<file path="src/stamp_pkg.sv">
// Shared constants for the video port timestamp unit
package stamp_pkg;
    localparam int NUM_PORTS = 4;
    localparam int STAMP_W = 16;

    // Register offsets
    localparam logic [7:0] STAMP_SETUP_ADDR = 8'h25;
    localparam logic [7:0] STAMP_RUN_CONTROL_ADDR = 8'h26;
    localparam logic [7:0] CAPTURE_LINE_UPPER_ADDR = 8'h27;
    localparam logic [7:0] CAPTURE_LINE_LOWER_ADDR = 8'h28;
    localparam logic [7:0] STAMP_STATE_ADDR = 8'h29;
    localparam logic [7:0] STAMP_RESULT_BASE_ADDR = 8'h2A;
    localparam logic [7:0] STAMP_RESULT_LAST_ADDR = 8'h31;

    // Reset values
    localparam logic [7:0] STAMP_SETUP_RESET = 8'h00;
    localparam logic [7:0] STAMP_RUN_CONTROL_RESET = 8'h00;
    localparam logic [7:0] CAPTURE_LINE_RESET = 8'h00;

    // Field positions in stamp_setup
    localparam int FRAME_SYNC_EDGE_SELECT_BIT = 6;
    localparam int TICK_SELECT_MSB = 5;
    localparam int TICK_SELECT_LSB = 4;
    localparam int EARLY_READY_SELECT_BIT = 3;
    localparam int FREE_RUN_SELECT_BIT = 1;
    localparam int CAPTURE_POINT_SELECT_BIT = 0;
    localparam logic [7:0] STAMP_SETUP_WMASK = 8'h7B;

    // Field positions in stamp_run_control and stamp_state
    localparam int STAMP_HOLD_BIT = 4;
    localparam logic [7:0] STAMP_RUN_CONTROL_WMASK = 8'h1F;
    localparam int STAMPS_READY_BIT = 4;

    // Tick resolutions and derived cycle counts
    localparam int CLK_PERIOD_NS = 8;
    localparam int TICK0_NS = 40;
    localparam int TICK1_NS = 80;
    localparam int TICK2_NS = 160;
    localparam int TICK3_NS = 1000;
    localparam int TICK_CNT_W = 7;
    localparam logic [TICK_CNT_W-1:0] TICK0_CYC = TICK_CNT_W'(TICK0_NS / CLK_PERIOD_NS);
    localparam logic [TICK_CNT_W-1:0] TICK1_CYC = TICK_CNT_W'(TICK1_NS / CLK_PERIOD_NS);
    localparam logic [TICK_CNT_W-1:0] TICK2_CYC = TICK_CNT_W'(TICK2_NS / CLK_PERIOD_NS);
    localparam logic [TICK_CNT_W-1:0] TICK3_CYC = TICK_CNT_W'(TICK3_NS / CLK_PERIOD_NS);
endpackage

</file>
<file path="src/video_port_timestamp_unit.sv">
// Timestamp unit top: registers, time base and four capture ports
// How it works
// - Frame-sync edge bit picks rising or falling
// - Tick field picks 40/80/160 ns or 1 us
// - Early-ready bit: ready once every enabled port's stamp present
// - Capture point bit: line start or frame
// - Hold freezes stamps and clears ready flag
// - Per-port enable bits gate each port's capture
// - Line mode captures at programmed 16-bit line
// - Free-run frame mode arms at programmed line
// - Line upper and lower bytes, read-write, zero
// - Free-run bit picks frame-sync or free-run
// - Status shows ready flag and port valids
// - Stamps read as byte pairs from 0x2A
module video_port_timestamp_unit
    import stamp_pkg::*;
(
    // Clock and reset
    input wire logic clk,
    input wire logic rst,
    // Register port
    input wire logic [7:0] regAddr,
    input wire logic [7:0] regWrData,
    input wire logic regWrite,
    input wire logic regRead,
    output logic [7:0] regRdData,
    // Frame sync pin
    input wire logic frameSyncIn,
    // Receive port events
    input wire logic [stamp_pkg::NUM_PORTS-1:0] lineStart,
    input wire logic [stamp_pkg::NUM_PORTS-1:0] frameStart,
    // Status
    output logic stampsReady
);
    import stamp_pkg::*;

    logic [7:0] stampSetup_reg;
    logic [7:0] stampRunControl_reg;
    logic [7:0] lineUpper_reg;
    logic [7:0] lineLower_reg;
    logic fsSyncA_reg;
    logic fsSyncB_reg;
    logic fsSyncC_reg;
    logic [TICK_CNT_W-1:0] tickCnt_reg;
    logic [STAMP_W-1:0] timeNow_reg;
    logic [NUM_PORTS-1:0] portValid;
    logic [STAMP_W-1:0] portStamp [NUM_PORTS];

    logic edgeSelect;
    logic [1:0] tickSelect;
    logic earlyReady;
    logic freeRun;
    logic capturePoint;
    logic holdBit;
    logic [NUM_PORTS-1:0] portEnable;
    logic [STAMP_W-1:0] captureLine;
    logic wrRunControl;
    logic holdSet;
    logic holdRelease;
    logic fsRise;
    logic fsFall;
    logic fsEdge;
    logic [TICK_CNT_W-1:0] tickDiv;
    logic tick;
    logic periodEnd;
    logic allValid;
    logic readySet;
    logic ready_next;
    logic [3:0] resultIdx;
    logic [STAMP_W-1:0] resultWord;
    logic resultHit;
    logic [7:0] rdMux;

    assign edgeSelect = stampSetup_reg[FRAME_SYNC_EDGE_SELECT_BIT];
    assign tickSelect = stampSetup_reg[TICK_SELECT_MSB:TICK_SELECT_LSB];
    assign earlyReady = stampSetup_reg[EARLY_READY_SELECT_BIT];
    assign freeRun = stampSetup_reg[FREE_RUN_SELECT_BIT];
    assign capturePoint = stampSetup_reg[CAPTURE_POINT_SELECT_BIT];
    assign holdBit = stampRunControl_reg[STAMP_HOLD_BIT];
    assign portEnable = stampRunControl_reg[NUM_PORTS-1:0];
    assign captureLine = {lineUpper_reg, lineLower_reg};

    // Hold edges clear the ready flag; the release edge also clears the port valid flags
    assign wrRunControl = regWrite && (regAddr == STAMP_RUN_CONTROL_ADDR);
    assign holdSet = wrRunControl && regWrData[STAMP_HOLD_BIT] && !holdBit;
    assign holdRelease = wrRunControl && !regWrData[STAMP_HOLD_BIT] && holdBit;

    // Register writes; reserved bits masked off
    always_ff @(posedge clk or posedge rst)
    begin
        if (rst)
        begin
            stampSetup_reg <= STAMP_SETUP_RESET;
            stampRunControl_reg <= STAMP_RUN_CONTROL_RESET;
            lineUpper_reg <= CAPTURE_LINE_RESET;
            lineLower_reg <= CAPTURE_LINE_RESET;
        end
        else if (regWrite)
        begin
            case (regAddr)
                STAMP_SETUP_ADDR: stampSetup_reg <= regWrData & STAMP_SETUP_WMASK;
                STAMP_RUN_CONTROL_ADDR: stampRunControl_reg <= regWrData & STAMP_RUN_CONTROL_WMASK;
                CAPTURE_LINE_UPPER_ADDR: lineUpper_reg <= regWrData;
                CAPTURE_LINE_LOWER_ADDR: lineLower_reg <= regWrData;
                default: ;
            endcase
        end
    end

    // Frame sync pin: two-stage synchroniser plus an edge stage
    always_ff @(posedge clk or posedge rst)
    begin
        if (rst)
        begin
            fsSyncA_reg <= 1'b0;
            fsSyncB_reg <= 1'b0;
            fsSyncC_reg <= 1'b0;
        end
        else
        begin
            fsSyncA_reg <= frameSyncIn;
            fsSyncB_reg <= fsSyncA_reg;
            fsSyncC_reg <= fsSyncB_reg;
        end
    end

    assign fsRise = fsSyncB_reg && !fsSyncC_reg;
    assign fsFall = !fsSyncB_reg && fsSyncC_reg;
    assign fsEdge = edgeSelect ? fsFall : fsRise;

    // Time base
    assign tickDiv = (tickSelect == 2'b00) ? TICK0_CYC :
                     (tickSelect == 2'b01) ? TICK1_CYC :
                     (tickSelect == 2'b10) ? TICK2_CYC : TICK3_CYC;
    assign tick = (tickCnt_reg >= TICK_CNT_W'(tickDiv - 1'b1));
    assign periodEnd = freeRun ? (tick && (timeNow_reg == {STAMP_W{1'b1}})) : fsEdge;

    always_ff @(posedge clk or posedge rst)
    begin
        if (rst)
        begin
            tickCnt_reg <= '0;
            timeNow_reg <= '0;
        end
        else if (!freeRun && fsEdge)
        begin
            tickCnt_reg <= '0;
            timeNow_reg <= '0;
        end
        else if (tick)
        begin
            tickCnt_reg <= '0;
            timeNow_reg <= STAMP_W'(timeNow_reg + 1'b1);
        end
        else
            tickCnt_reg <= TICK_CNT_W'(tickCnt_reg + 1'b1);
    end

    genvar p;
    generate
        for (p = 0; p < NUM_PORTS; p++)
        begin : g_port
            port_stamp_capture u_capture (
                .clk(clk),
                .rst(rst),
                .enable(portEnable[p]),
                .hold(holdBit),
                .clearValid(holdRelease),
                .capturePoint(capturePoint),
                .freeRun(freeRun),
                .captureLine(captureLine),
                .timeNow(timeNow_reg),
                .lineStart(lineStart[p]),
                .frameStart(frameStart[p]),
                .stampValid(portValid[p]),
                .stamp(portStamp[p])
            );
        end
    endgenerate

    // Ready: early mode at once, normal mode at the period end
    assign allValid = (portEnable != '0) && ((portValid | ~portEnable) == {NUM_PORTS{1'b1}});
    assign readySet = allValid && (earlyReady || periodEnd);
    assign ready_next = !holdBit && !holdSet && !holdRelease && (stampsReady || readySet);

    always_ff @(posedge clk or posedge rst)
    begin
        if (rst)
            stampsReady <= 1'b0;
        else
            stampsReady <= ready_next;
    end

    // Read path
    assign resultHit = (regAddr >= STAMP_RESULT_BASE_ADDR) && (regAddr <= STAMP_RESULT_LAST_ADDR);
    assign resultIdx = 4'(regAddr - STAMP_RESULT_BASE_ADDR);
    assign resultWord = portStamp[resultIdx[2:1]];

    always_comb
    begin
        rdMux = 8'h00;
        case (regAddr)
            STAMP_SETUP_ADDR: rdMux = stampSetup_reg;
            STAMP_RUN_CONTROL_ADDR: rdMux = stampRunControl_reg;
            CAPTURE_LINE_UPPER_ADDR: rdMux = lineUpper_reg;
            CAPTURE_LINE_LOWER_ADDR: rdMux = lineLower_reg;
            STAMP_STATE_ADDR: rdMux = {3'b000, stampsReady, portValid};
            default:
                if (resultHit)
                    rdMux = resultIdx[0] ? resultWord[7:0] : resultWord[15:8];
        endcase
    end

    always_ff @(posedge clk or posedge rst)
    begin
        if (rst)
            regRdData <= 8'h00;
        else if (regRead)
            regRdData <= rdMux;
    end

    property p_fs_restart;
        @(posedge clk) disable iff (rst) !freeRun && fsEdge |=> timeNow_reg == '0;
    endproperty
    a_fs_restart: assert property (p_fs_restart)
        else $error("time base not restarted by frame sync");

    property p_free_run_steady;
        @(posedge clk) disable iff (rst) freeRun && !tick |=> $stable(timeNow_reg);
    endproperty
    a_free_run_steady: assert property (p_free_run_steady)
        else $error("free-run time base moved off a tick");

    property p_tick_spacing;
        @(posedge clk) disable iff (rst) tickCnt_reg < tickDiv || $changed(tickSelect);
    endproperty
    a_tick_spacing: assert property (p_tick_spacing)
        else $error("tick divider out of range");

    property p_hold_clears_ready;
        @(posedge clk) disable iff (rst) holdSet |=> holdBit && !stampsReady;
    endproperty
    a_hold_clears_ready: assert property (p_hold_clears_ready)
        else $error("hold did not clear ready");

    property p_early_ready;
        @(posedge clk) disable iff (rst)
            earlyReady && allValid && !holdBit && !wrRunControl |=> stampsReady;
    endproperty
    a_early_ready: assert property (p_early_ready)
        else $error("early ready not raised");

    property p_line_upper_write;
        @(posedge clk) disable iff (rst)
            regWrite && regAddr == CAPTURE_LINE_UPPER_ADDR |=> lineUpper_reg == $past(regWrData);
    endproperty
    a_line_upper_write: assert property (p_line_upper_write)
        else $error("line upper byte not stored");

    property p_reserved_zero;
        @(posedge clk) disable iff (rst)
            regRead && regAddr == STAMP_SETUP_ADDR |=> regRdData[7] == 1'b0 && regRdData[2] == 1'b0;
    endproperty
    a_reserved_zero: assert property (p_reserved_zero)
        else $error("reserved setup bits read nonzero");
endmodule

</file>
<file path="src/port_stamp_capture.sv">
// Per receive port line counting and timestamp capture
module port_stamp_capture
    import stamp_pkg::*;
(
    // Clock and reset
    input wire logic clk,
    input wire logic rst,
    // Configuration
    input wire logic enable,
    input wire logic hold,
    input wire logic clearValid,
    input wire logic capturePoint,
    input wire logic freeRun,
    input wire logic [STAMP_W-1:0] captureLine,
    input wire logic [STAMP_W-1:0] timeNow,
    // Receive port events
    input wire logic lineStart,
    input wire logic frameStart,
    // Result
    output logic stampValid,
    output logic [STAMP_W-1:0] stamp
);
    logic [STAMP_W-1:0] lineCount_reg;
    logic armed_reg;
    logic [STAMP_W-1:0] nextLine;
    logic lineHit;
    logic lineReached;
    logic frameHit;
    logic captureNow;

    assign nextLine = STAMP_W'(lineCount_reg + 1'b1);
    assign lineHit = lineStart && (nextLine == captureLine);
    assign lineReached = lineStart && (nextLine >= captureLine);
    // Free-run frame mode looks for frame start only after the line is reached
    assign frameHit = frameStart && (!freeRun || armed_reg);
    assign captureNow = enable && !hold && (capturePoint ? frameHit : lineHit);

    always_ff @(posedge clk or posedge rst)
    begin
        if (rst)
        begin
            lineCount_reg <= '0;
            armed_reg <= 1'b0;
        end
        else if (frameStart)
        begin
            lineCount_reg <= '0;
            armed_reg <= 1'b0;
        end
        else if (lineStart)
        begin
            if (lineCount_reg != {STAMP_W{1'b1}})
                lineCount_reg <= nextLine;
            if (lineReached)
                armed_reg <= 1'b1;
        end
    end

    always_ff @(posedge clk or posedge rst)
    begin
        if (rst)
        begin
            stamp <= '0;
            stampValid <= 1'b0;
        end
        else
        begin
            if (captureNow)
                stamp <= timeNow;
            // A capture in the clearing cycle is kept
            stampValid <= captureNow | (stampValid & ~clearValid);
        end
    end

    property p_disabled_frozen;
        @(posedge clk) disable iff (rst) !enable |=> $stable(stamp);
    endproperty
    a_disabled_frozen: assert property (p_disabled_frozen)
        else $error("stamp changed while port disabled");

    property p_hold_frozen;
        @(posedge clk) disable iff (rst) hold |=> $stable(stamp);
    endproperty
    a_hold_frozen: assert property (p_hold_frozen)
        else $error("stamp changed while held");

    property p_line_capture;
        @(posedge clk) disable iff (rst)
            enable && !hold && !capturePoint && lineHit
            |=> stampValid && stamp == $past(timeNow);
    endproperty
    a_line_capture: assert property (p_line_capture)
        else $error("line start capture missed");

    property p_frame_capture;
        @(posedge clk) disable iff (rst)
            enable && !hold && capturePoint && !freeRun && frameStart
            |=> stampValid && stamp == $past(timeNow);
    endproperty
    a_frame_capture: assert property (p_frame_capture)
        else $error("frame start capture missed");
endmodule

</file>
<file path="config.mk">
export PLATFORM = sky130hd
export DESIGN_NAME = video_port_timestamp_unit
export DESIGN_NICKNAME = d
export VERILOG_FILES = /design/src/stamp_pkg.sv /design/src/video_port_timestamp_unit.sv /design/src/port_stamp_capture.sv
export SDC_FILE = /design/constraint.sdc
export NUM_CORES = 1
export LEC_CHECK = 0
export BUFFER_PORTS_ARGS = -buffer_cell sky130_fd_sc_hd__buf_2
export CORE_MARGIN = 10
export CORE_UTILIZATION = 40
export DETAILED_ROUTE_END_ITERATION = 7
export PLACE_DENSITY = 0.66
export SLEW_MARGIN = 20
export SYNTH_ARGS = -nofsm -noshare
export SYNTH_HDL_FRONTEND = slang
export SYNTH_SLANG_ARGS = --single-unit
export TNS_END_PERCENT = 10
</file>
<file path="constraint.sdc">
create_clock -name clk -period 13.6 [get_ports clk]
set_input_delay 0.68 -clock clk [delete_from_list [all_inputs] [get_ports clk]]
set_output_delay 0.68 -clock clk [all_outputs]
set_load 0.005 [all_outputs]
</file>
==> implementation parameters, run 1 <==
Parameter                              Value

Critical path
  Count of buffering cells on the critical path with inverters included ... 0
  Kind of critical path ... register to register
  Largest delay share family, worst path ... simple AND/OR/NAND/NOR gates
  Max FO, Critical Path ... 17
  Element type at the critical path start ... register
  Max stage delay cell, worst path ... sky130_fd_sc_hd__nor3b_4
  Cell-by-cell trace of the critical path ... nand3_1 > nor2_1 > nand4_1 > nor2_1 > xor2_1 > ha_1 > nand4_1 > nor4_1 > a21oi_1 > nor3b_4 > mux2_2
  WP data required ... 13.94 ns
  Largest stage delay, worst path ... 0.83 ns
  Worst Setup End Kind ... register
  Arrival time of the worst setup path ... 4.27 ns

STA
  Fraction of the cycle the final worst path needs ... 28.9%
  Slew Limit Fails ... 0
  Achievable frequency ... 254 MHz
  Final period demand of the worst path ... 3.93 ns
  Final setup TNS ... 0 ns
  Final-report setup violation count ... 0
  Pin slew with the least headroom to its limit ... 1.00 ns
  Worst clock skew on the final layout ... 0.0247 ns
  Setup repair after global routing missed its margin ... no
  Max-slew headroom at the worst pin ... 33.0%
  Final Hold Violating Endpoints ... 0

Global routing
  Met2 global-route usage ... 25.5%
  Pin count of the biggest net entering global routing ... 136
  GRT overflow ... 0
  Routing usage on met1 ... 20.3%
  GR Layer Usage met3 ... 2.80%
  Layer with the highest usage after global routing ... met2
  Number of antenna violations at the first check in global routing ... 1
  Global Route Usage Sum ... 15.5%
  Via count of the first global-routing pass ... 9037
  Global-route wire length before repair ... 48300 microns

Synthesis
  Simple-Gate Fraction of Synth Area ... 17.4%
  Leading register cell type out of synthesis ... sky130_fd_sc_hd__dfrtp_1
  Post-synthesis cell count ... 1199
  Share of the synthesized area in compound gates (AO/OA/AOI/OAI) ... 10.0%
  Yosys warning count ... 0
  Post-synth design cell area ... 12100 sq um
  Xor and xnor area share after synthesis ... 7.22%
  Sequential element share of the synthesized area ... 40.9%
  Post-synth net total ... 1310
  Area share of the largest cell type after synthesis ... 40.9%
  Count of unique library cells instantiated by Yosys ... 71
  Synthesized flop and latch total ... 198
  Mapped Avg Cell Area ... 10.1 sq um
  Arithmetic-cell share of the synthesized area counting full adders, half adders and majority gates ... 8.46%
  Main combinational cell family by area after synthesis ... simple AND/OR/NAND/NOR gates
  Share of synthesized registers carrying an async set or reset ... 100%
  Portion of netlist area occupied by mux cells ... 12.8%
  Top area cells in the synthesized netlist ... sky130_fd_sc_hd__dfrtp_1 (41%), sky130_fd_sc_hd__ha_1 (8.5%), sky130_fd_sc_hd__mux2_2 (8.2%)
  Post-synthesis cell type with the largest combined area ... sky130_fd_sc_hd__dfrtp_1
  Count of flip-flops with a built-in enable after synthesis ... 0

Drt
  Detailed Routing Iterations Pass 1 ... 5
  Number of remaining DRC errors ... 0
  Detailed-route wire length ... 29500 microns
  Average wire per cell in the routed design ... 18.4 microns
  Average via count per standard cell ... 5.69
  Antenna Nets Post-Route ... 0
  Iter 0 DRT Violations ... 665
  Routed vias ... 9132

Final layout
  Fillers ... 2808
  Commonest non-fill, non-tap cell in the layout ... sky130_fd_sc_hd__dfrtp_1
  Area occupied by registers ... 4950 sq um
  Summed area of non-filler cells in the final layout ... 13300 sq um
  Net count reported at finish ... 1312
  Commonest cells after routing, fill and taps aside ... sky130_fd_sc_hd__dfrtp_1 (198), sky130_fd_sc_hd__nor2_1 (105), sky130_fd_sc_hd__mux2_2 (88)
  Synth-to-Final Area Change ... 9.25%
  Area taken by multi-input logic gates ... 6780 sq um
  Fraction of final layout cells sized beyond drive strength 1 ... 16.1%

Clock tree
  Cts hold-fix bufs ... 0
  Cells resized by post-CTS repair ... 0
  Number of CTS-inserted buffers ... 17
  Root cell of the clock tree ... sky130_fd_sc_hd__clkbuf_16
  Clock Sink Count ... 198
  Buffer count from post-CTS setup fixing ... 0
  Maximum clock insertion buffer count ... 2
  Clock Latency Late Sink ... 0.46 ns
  Depth of the CTS H-tree ... 4
  TritonCTS clock tree ... done
  Post-CTS clock slew at the launch and capture registers of the worst setup and hold paths ... 0.09 ns

Hold path
  Class of the most critical hold timing path ... input pin to register

Pwr
  Maximum ir drop on the vdd rail ... 80.6 uV
  Fraction of power consumed by combinational cells ... 12.1%
  Clock network power share ... 41.1%
  Static leakage power ... 6.03 nW
  Total power per unit cell area ... 102 nW/um^2
  PnR Total Power ... 0.00136 W
  Switch share ... 30.3%
  Relative contribution of sequential cells to total power ... 46.8%
  Internal ... 0.000946 W
  Switch Pwr ... 0.000411 W

Floorplanning
  Boundary Pins ... 38
  Total die area ... 37700 sq um
  Number of placement rows ... 63
  Die Width ... 194 microns
  Initial cell density of the core ... 40.7%
  Die height ... 194 microns
  Floorplan core area ... 29800 sq um

Place
  Weighted congestion at the end of routability-driven global placement ... 0.903
  I/O Buffers ... 37
  Detailed Place HPWL ... 20800 microns
  Cell Area, Placed ... 12600 sq um

Status
  Run status ... complete, no violations

Flow run
  Number of violations of the max-capacitance limit ... 0
[routing by layer]
layer / vias to the layer above / routed length, microns
met5: - / 0
met3: 27 / 1380
met4: 0 / 486
met2: 209 / 14300
li1: 4368 / -
met1: 4528 / 13400
[path summary, 6_finish.rpt]
path                                                         endpoint  slack [ns]  depth (start not counted)                                  from
worst min-delay path                                      fsSyncA_reg        0.34                          1                           frameSyncIn
worst max-delay path                     g_port[3].u_capture.stamp[9]        9.67                         11  g_port[3].u_capture.lineCount_reg[3]
worst max register to register           g_port[3].u_capture.stamp[9]        9.67                         11  g_port[3].u_capture.lineCount_reg[3]
max in group asynchronous               g_port[2].u_capture.stamp[10]       11.73                          3                                   rst
min in group asynchronous       g_port[0].u_capture.lineCount_reg[11]        0.43                          2                                   rst
worst min register to register                            fsSyncB_reg        0.36                          0                           fsSyncA_reg
[area by class of cell]
cell class | instances | share of cell area, %
clock inverters | 15 | 1.76
multi-input cells | 904 | 51.2
repair buffers | 41 | 1.62
clock buffers | 17 | 3.21
flip-flops and latches | 198 | 37.4
diodes | 1 | 0.0189
inverters | 39 | 1.16
well taps | 390 | 3.68
[worst reg2reg max path: stages (launching register included)]
cell,delay [ns]
sky130_fd_sc_hd__dfrtp_1,0.46
sky130_fd_sc_hd__nand3_1,0.25
sky130_fd_sc_hd__nor2_1,0.30
sky130_fd_sc_hd__nand4_1,0.26
sky130_fd_sc_hd__nor2_1,0.19
sky130_fd_sc_hd__xor2_1,0.10
sky130_fd_sc_hd__ha_1,0.33
sky130_fd_sc_hd__nand4_1,0.16
sky130_fd_sc_hd__nor4_1,0.36
sky130_fd_sc_hd__a21oi_1,0.16
sky130_fd_sc_hd__nor3b_4,0.83
sky130_fd_sc_hd__mux2_2,0.43
[cell usage after synthesis (3+ instances only)]
cell                          n
sky130_fd_sc_hd__inv_1       39
sky130_fd_sc_hd__xor2_1      66
sky130_fd_sc_hd__and3_1      16
sky130_fd_sc_hd__nand3_1     64
sky130_fd_sc_hd__clkbuf_1    41
sky130_fd_sc_hd__o21ai_0     29
sky130_fd_sc_hd__nor4_1      13
sky130_fd_sc_hd__nand2_1     78
sky130_fd_sc_hd__mux2_1       8
sky130_fd_sc_hd__a2111oi_0    3
sky130_fd_sc_hd__or3_1       15
sky130_fd_sc_hd__buf_2        9
sky130_fd_sc_hd__nor2b_1      6
sky130_fd_sc_hd__or4_1       12
sky130_fd_sc_hd__mux2_2      88
sky130_fd_sc_hd__a21o_1      12
sky130_fd_sc_hd__xnor2_1     34
sky130_fd_sc_hd__a31oi_1     10
sky130_fd_sc_hd__mux2i_1     12
sky130_fd_sc_hd__mux4_2      14
sky130_fd_sc_hd__dfrtp_1    198
sky130_fd_sc_hd__nand4_1     30
sky130_fd_sc_hd__ha_1        82
sky130_fd_sc_hd__and4_1       5
sky130_fd_sc_hd__nor4_2       3
sky130_fd_sc_hd__a32oi_1      3
sky130_fd_sc_hd__o21ai_1      3
sky130_fd_sc_hd__and2_1       8
sky130_fd_sc_hd__a222oi_1     4
sky130_fd_sc_hd__buf_4        4
sky130_fd_sc_hd__nor2_1     105
sky130_fd_sc_hd__a21oi_1     72
sky130_fd_sc_hd__nor3_1      31
sky130_fd_sc_hd__a211oi_1     5
sky130_fd_sc_hd__o311ai_0     4
sky130_fd_sc_hd__a221oi_1     3
sky130_fd_sc_hd__o211ai_1    14
sky130_fd_sc_hd__o31ai_1     10
[stage by stage]
| stage | worst slack [ns] | std cells | utilization [%] | hold WS [ns] |
|---|---|---|---|---|
| detailed placement | 9.77 | 1572 | 42.2 | 0.342 |
| global route | 9.47 | 1605 | 44.5 | 0.326 |
| floorplan | 7.52 | 1199 | - | 0.331 |
| global placement | 9.89 | 1572 | 42.2 | 0.344 |
| CTS | 9.72 | 1604 | 44.4 | 0.329 |
| finish | 9.67 | 1605 | 44.5 | 0.339 |
[kinds of logic after synthesis]
kind of cell    after synthesis
simple gates                408
fa+ha+maj                    82
buf+inv                      97
xor+xnor                    100
flops                       198
mux                         124
compound gates              190
[power groups by stage]
stage | clock network [W] | registers, W | logic [W]
2_1_floorplan | 0 | 0.000636 | 0.000122
3_3_place_gp | 0 | 0.000646 | 0.000159
3_5_place_dp | 0 | 0.000647 | 0.000162
4_1_cts | 0.000566 | 0.000635 | 0.000163
5_1_grt | 0.000591 | 0.000639 | 0.000187
6_report | 0.000558 | 0.000635 | 0.000164
No activity file was read; power rests on OpenSTA's default activity.
==> run 2, diff against run 1 <==
Settings changed: PLACE_DENSITY 0.66 to 0.68.
Clock period 13.6 ns to 3.6 ns, I/O delays scaled along.
==> implementation parameters, run 2 (synthesis results as in run 1) <==
Parameter                              Value

Final layout
  Number of antenna diodes ... 0 (was 1)
  Fraction of final layout cells sized beyond drive strength 1 ... 17.1% (was 16.1%)
  Commonest cells after routing, fill and taps aside ... sky130_fd_sc_hd__dfrtp_1 (198), sky130_fd_sc_hd__nor2_1 (104), sky130_fd_sc_hd__mux2_2 (88) (was sky130_fd_sc_hd__dfrtp_1 (198), sky130_fd_sc_hd__nor2_1 (105), sky130_fd_sc_hd__mux2_2 (88))
  Summed area of non-filler cells in the final layout ... 13400 sq um (was 13300 sq um)
  Commonest non-fill, non-tap cell in the layout ... sky130_fd_sc_hd__dfrtp_1 (unchanged)
  Net count reported at finish ... 1329 (was 1312)
  Final cell count without fillers ... 1621 (was 1605)
  Synth-to-Final Area Change ... 10.7% (was 9.25%)

Clock tree
  TritonCTS clock tree ... done (unchanged)
  Buffer count from post-CTS setup fixing ... 0 (unchanged)
  Maximum clock insertion buffer count ... 2 (unchanged)
  Clock Latency Late Sink ... 0.46 ns (about the same)
  Number of CTS-inserted buffers ... 17 (unchanged)
  Root cell of the clock tree ... sky130_fd_sc_hd__clkbuf_16 (unchanged)
  Post-CTS clock slew at the launch and capture registers of the worst setup and hold paths ... 0.09 ns (about the same)
  Depth of the CTS H-tree ... 4 (unchanged)
  Clock Sink Count ... 198 (unchanged)

Pwr
  Total power per unit cell area ... 378 nW/um^2 (was 102 nW/um^2)
  Static leakage power ... 6.11 nW (was 6.03 nW)
  Fraction of power consumed by combinational cells ... 12.7% (was 12.1%)
  Internal ... 0.00352 W (was 0.000946 W)
  Relative contribution of sequential cells to total power ... 47.2% (was 46.8%)
  Maximum ir drop on the vdd rail ... 355 uV (was 80.6 uV)
  Switch share ... 30.7% (was 30.3%)
  Switch Pwr ... 0.00156 W (was 0.000411 W)
  Clock network power share ... 40.1% (was 41.1%)

STA
  Worst clock skew on the final layout ... 0.0238 ns (was 0.0247 ns)
  Max-slew headroom at the worst pin ... 34.0% (was 33.0%)
  Final Hold Violating Endpoints ... 0 (unchanged)
  Final setup TNS ... 0 ns (unchanged)
  Pin slew with the least headroom to its limit ... 0.984 ns (was 1.00 ns)
  Fraction of the cycle the final worst path needs ... 94.4% (was 28.9%)
  Setup repair after global routing missed its margin ... no (unchanged)
  Final period demand of the worst path ... 3.40 ns (was 3.93 ns)
  Final-report setup violation count ... 0 (unchanged)
  Achievable frequency ... 294 MHz (was 254 MHz)
  Slew Limit Fails ... 0 (unchanged)

Critical path
  Kind of critical path ... register to register (unchanged)
  Worst Setup End Kind ... register (unchanged)
  Max stage delay cell, worst path ... sky130_fd_sc_hd__dfrtp_1 (was sky130_fd_sc_hd__nor3b_4)
  Largest stage delay, worst path ... 0.46 ns (was 0.83 ns)
  Cell-by-cell trace of the critical path ... ha_1 > and3_1 > and3_1 > nand3_1 > xnor2_1 > ha_1 > nand4_1 > nor4_1 > a31oi_1 > nor3b_4 > buf_4 > mux2_2 (was nand3_1 > nor2_1 > nand4_1 > nor2_1 > xor2_1 > ha_1 > nand4_1 > nor4_1 > a21oi_1 > nor3b_4 > mux2_2)
  WP data required ... 3.93 ns (was 13.94 ns)
  Max FO, Critical Path ... 17 (unchanged)
  R2R depth ... 12 (was 11)
  Arrival time of the worst setup path ... 3.73 ns (was 4.27 ns)
  Element type at the critical path start ... register (unchanged)

Floorplanning
  Boundary Pins ... 38 (unchanged)
  Initial cell density of the core ... 40.7% (unchanged)
  Die Width ... 194 microns (unchanged)
  Number of placement rows ... 63 (unchanged)
  Die height ... 194 microns (unchanged)
  Floorplan core area ... 29800 sq um (unchanged)
  Total die area ... 37700 sq um (unchanged)

Hold path
  Hold Crit Depth ... 2 (was 1)
  Class of the most critical hold timing path ... input pin to register (unchanged)

Drt
  Average via count per standard cell ... 5.74 (was 5.69)
  Routed vias ... 9311 (was 9132)
  Detailed Routing Iterations Pass 1 ... 8 (was 5)
  Average wire per cell in the routed design ... 18.6 microns (was 18.4 microns)
  Number of remaining DRC errors ... 0 (unchanged)
  Iter 0 DRT Violations ... 680 (was 665)
  Antenna Nets Post-Route ... 0 (unchanged)
  Detailed-route wire length ... 30200 microns (was 29500 microns)

Global routing
  Global-route wire length before repair ... 49500 microns (was 48300 microns)
  Global Route Usage Sum ... 15.9% (was 15.5%)
  Via count of the first global-routing pass ... 9168 (was 9037)
  GRT overflow ... 0 (unchanged)
  Pin count of the biggest net entering global routing ... 51 (was 136)
  Number of antenna violations at the first check in global routing ... 0 (was 1)

Place
  Cell Area, Placed ... 12700 sq um (was 12600 sq um)
  Detailed Place HPWL ... 21500 microns (was 20800 microns)
  Weighted congestion at the end of routability-driven global placement ... 0.890 (was 0.903)
  Cell count after placement ... 1585 (was 1572)
  I/O Buffers ... 37 (unchanged)

Flow run
  Number of violations of the max-capacitance limit ... 0 (unchanged)

Status
  Run status ... complete, no violations (unchanged)
==> run 2: cell types whose count changed in the layout (fill, tap and decap cells not counted), sizes merged <==
cell	previous run	this run
clkinv	5	6
diode	1	0
dlygate4sd3	0	3
clkinvlp	0	2
buf	41	55
bufinv	1	0
inv	48	46
==> run 2: worst paths after layout <==
| check | from | end | slack, ns |
|---|---|---|---|
| max | g_port[2].u_capture.lineCount_reg[0] | g_port[2].u_capture.stamp[15] | 0.20 |
| min | regWrData[5] | stampSetup_reg[5] | 0.008 |
| max reg2reg | g_port[2].u_capture.lineCount_reg[0] | g_port[2].u_capture.stamp[15] | 0.20 |
| min reg2reg | fsSyncA_reg | fsSyncB_reg | 0.36 |
| max in group asynchronous | rst | g_port[1].u_capture.lineCount_reg[4] | 2.51 |
| min in group asynchronous | rst | g_port[0].u_capture.lineCount_reg[10] | 0.26 |
==> run 2: metrics by stage <==
step | worst slack (ns) | util (%) | power, W | hold WS [ns]
final | 0.201 | 45.1 | 0.00508 | 0.00846
after global routing | 0.0243 | 45.1 | 0.00530 | 0.0000124
after CTS | 0.221 | 45.0 | 0.00511 | 0.000369
after detailed placement | 0.234 | 42.7 | 0.00308 | 0.294
after global placement | 0.379 | 42.7 | 0.00306 | 0.291
after floorplan | 0.375 | - | 0.00286 | 0.211
==> run 2: metal layers <==
| layer | vias to the layer above | global-route usage [%] | share of wire (%) |
|---|---|---|---|
| li1 | 4408 | - | - |
| met1 | 4640 | 21.2 | 46 |
| met2 | 228 | 26.1 | 49 |
| met3 | 35 | 2.21 | 3.7 |
| met4 | 0 | 5.08 | 1.9 |
| met5 | - | 0 | 0 |
==> run 2: layout make-up <==
type	count	area, sq um
flip-flops and latches	198	4950
repair buffers	58	425
multi-input cells	904	6780
inverters	39	150
clock buffers	17	425
clock inverters	15	210
fillers	2752	16400
well taps	390	488
==> run 2: what timing repair did <==
item                                   CTS  global route
setup endpoints to repair                0            32
hold buffers                             3             0
resized for setup                        0             2
endpoints found under the hold margin    4             0
==> run 2: power by group through the flow <==
| stage | clock [W] | sequential [W] | combinational, W |
|---|---|---|---|
| final | 0.00204 | 0.00240 | 0.000643 |
| after global routing | 0.00216 | 0.00241 | 0.000726 |
| after CTS | 0.00206 | 0.00240 | 0.000644 |
| after detailed placement | 0 | 0.00244 | 0.000636 |
| after global placement | 0 | 0.00244 | 0.000618 |
| after floorplan | 0 | 0.00240 | 0.000463 |
==> run 2: worst max-delay path: cells and delay by family, from the launching register on <==
family	cells	cell delay [ns]
simple gates	6	1.23
mux	1	0.37
flops	1	0.46
buf+inv	1	0.29
xor+xnor	1	0.16
fa+ha+maj	2	0.58
compound gates	1	0.19
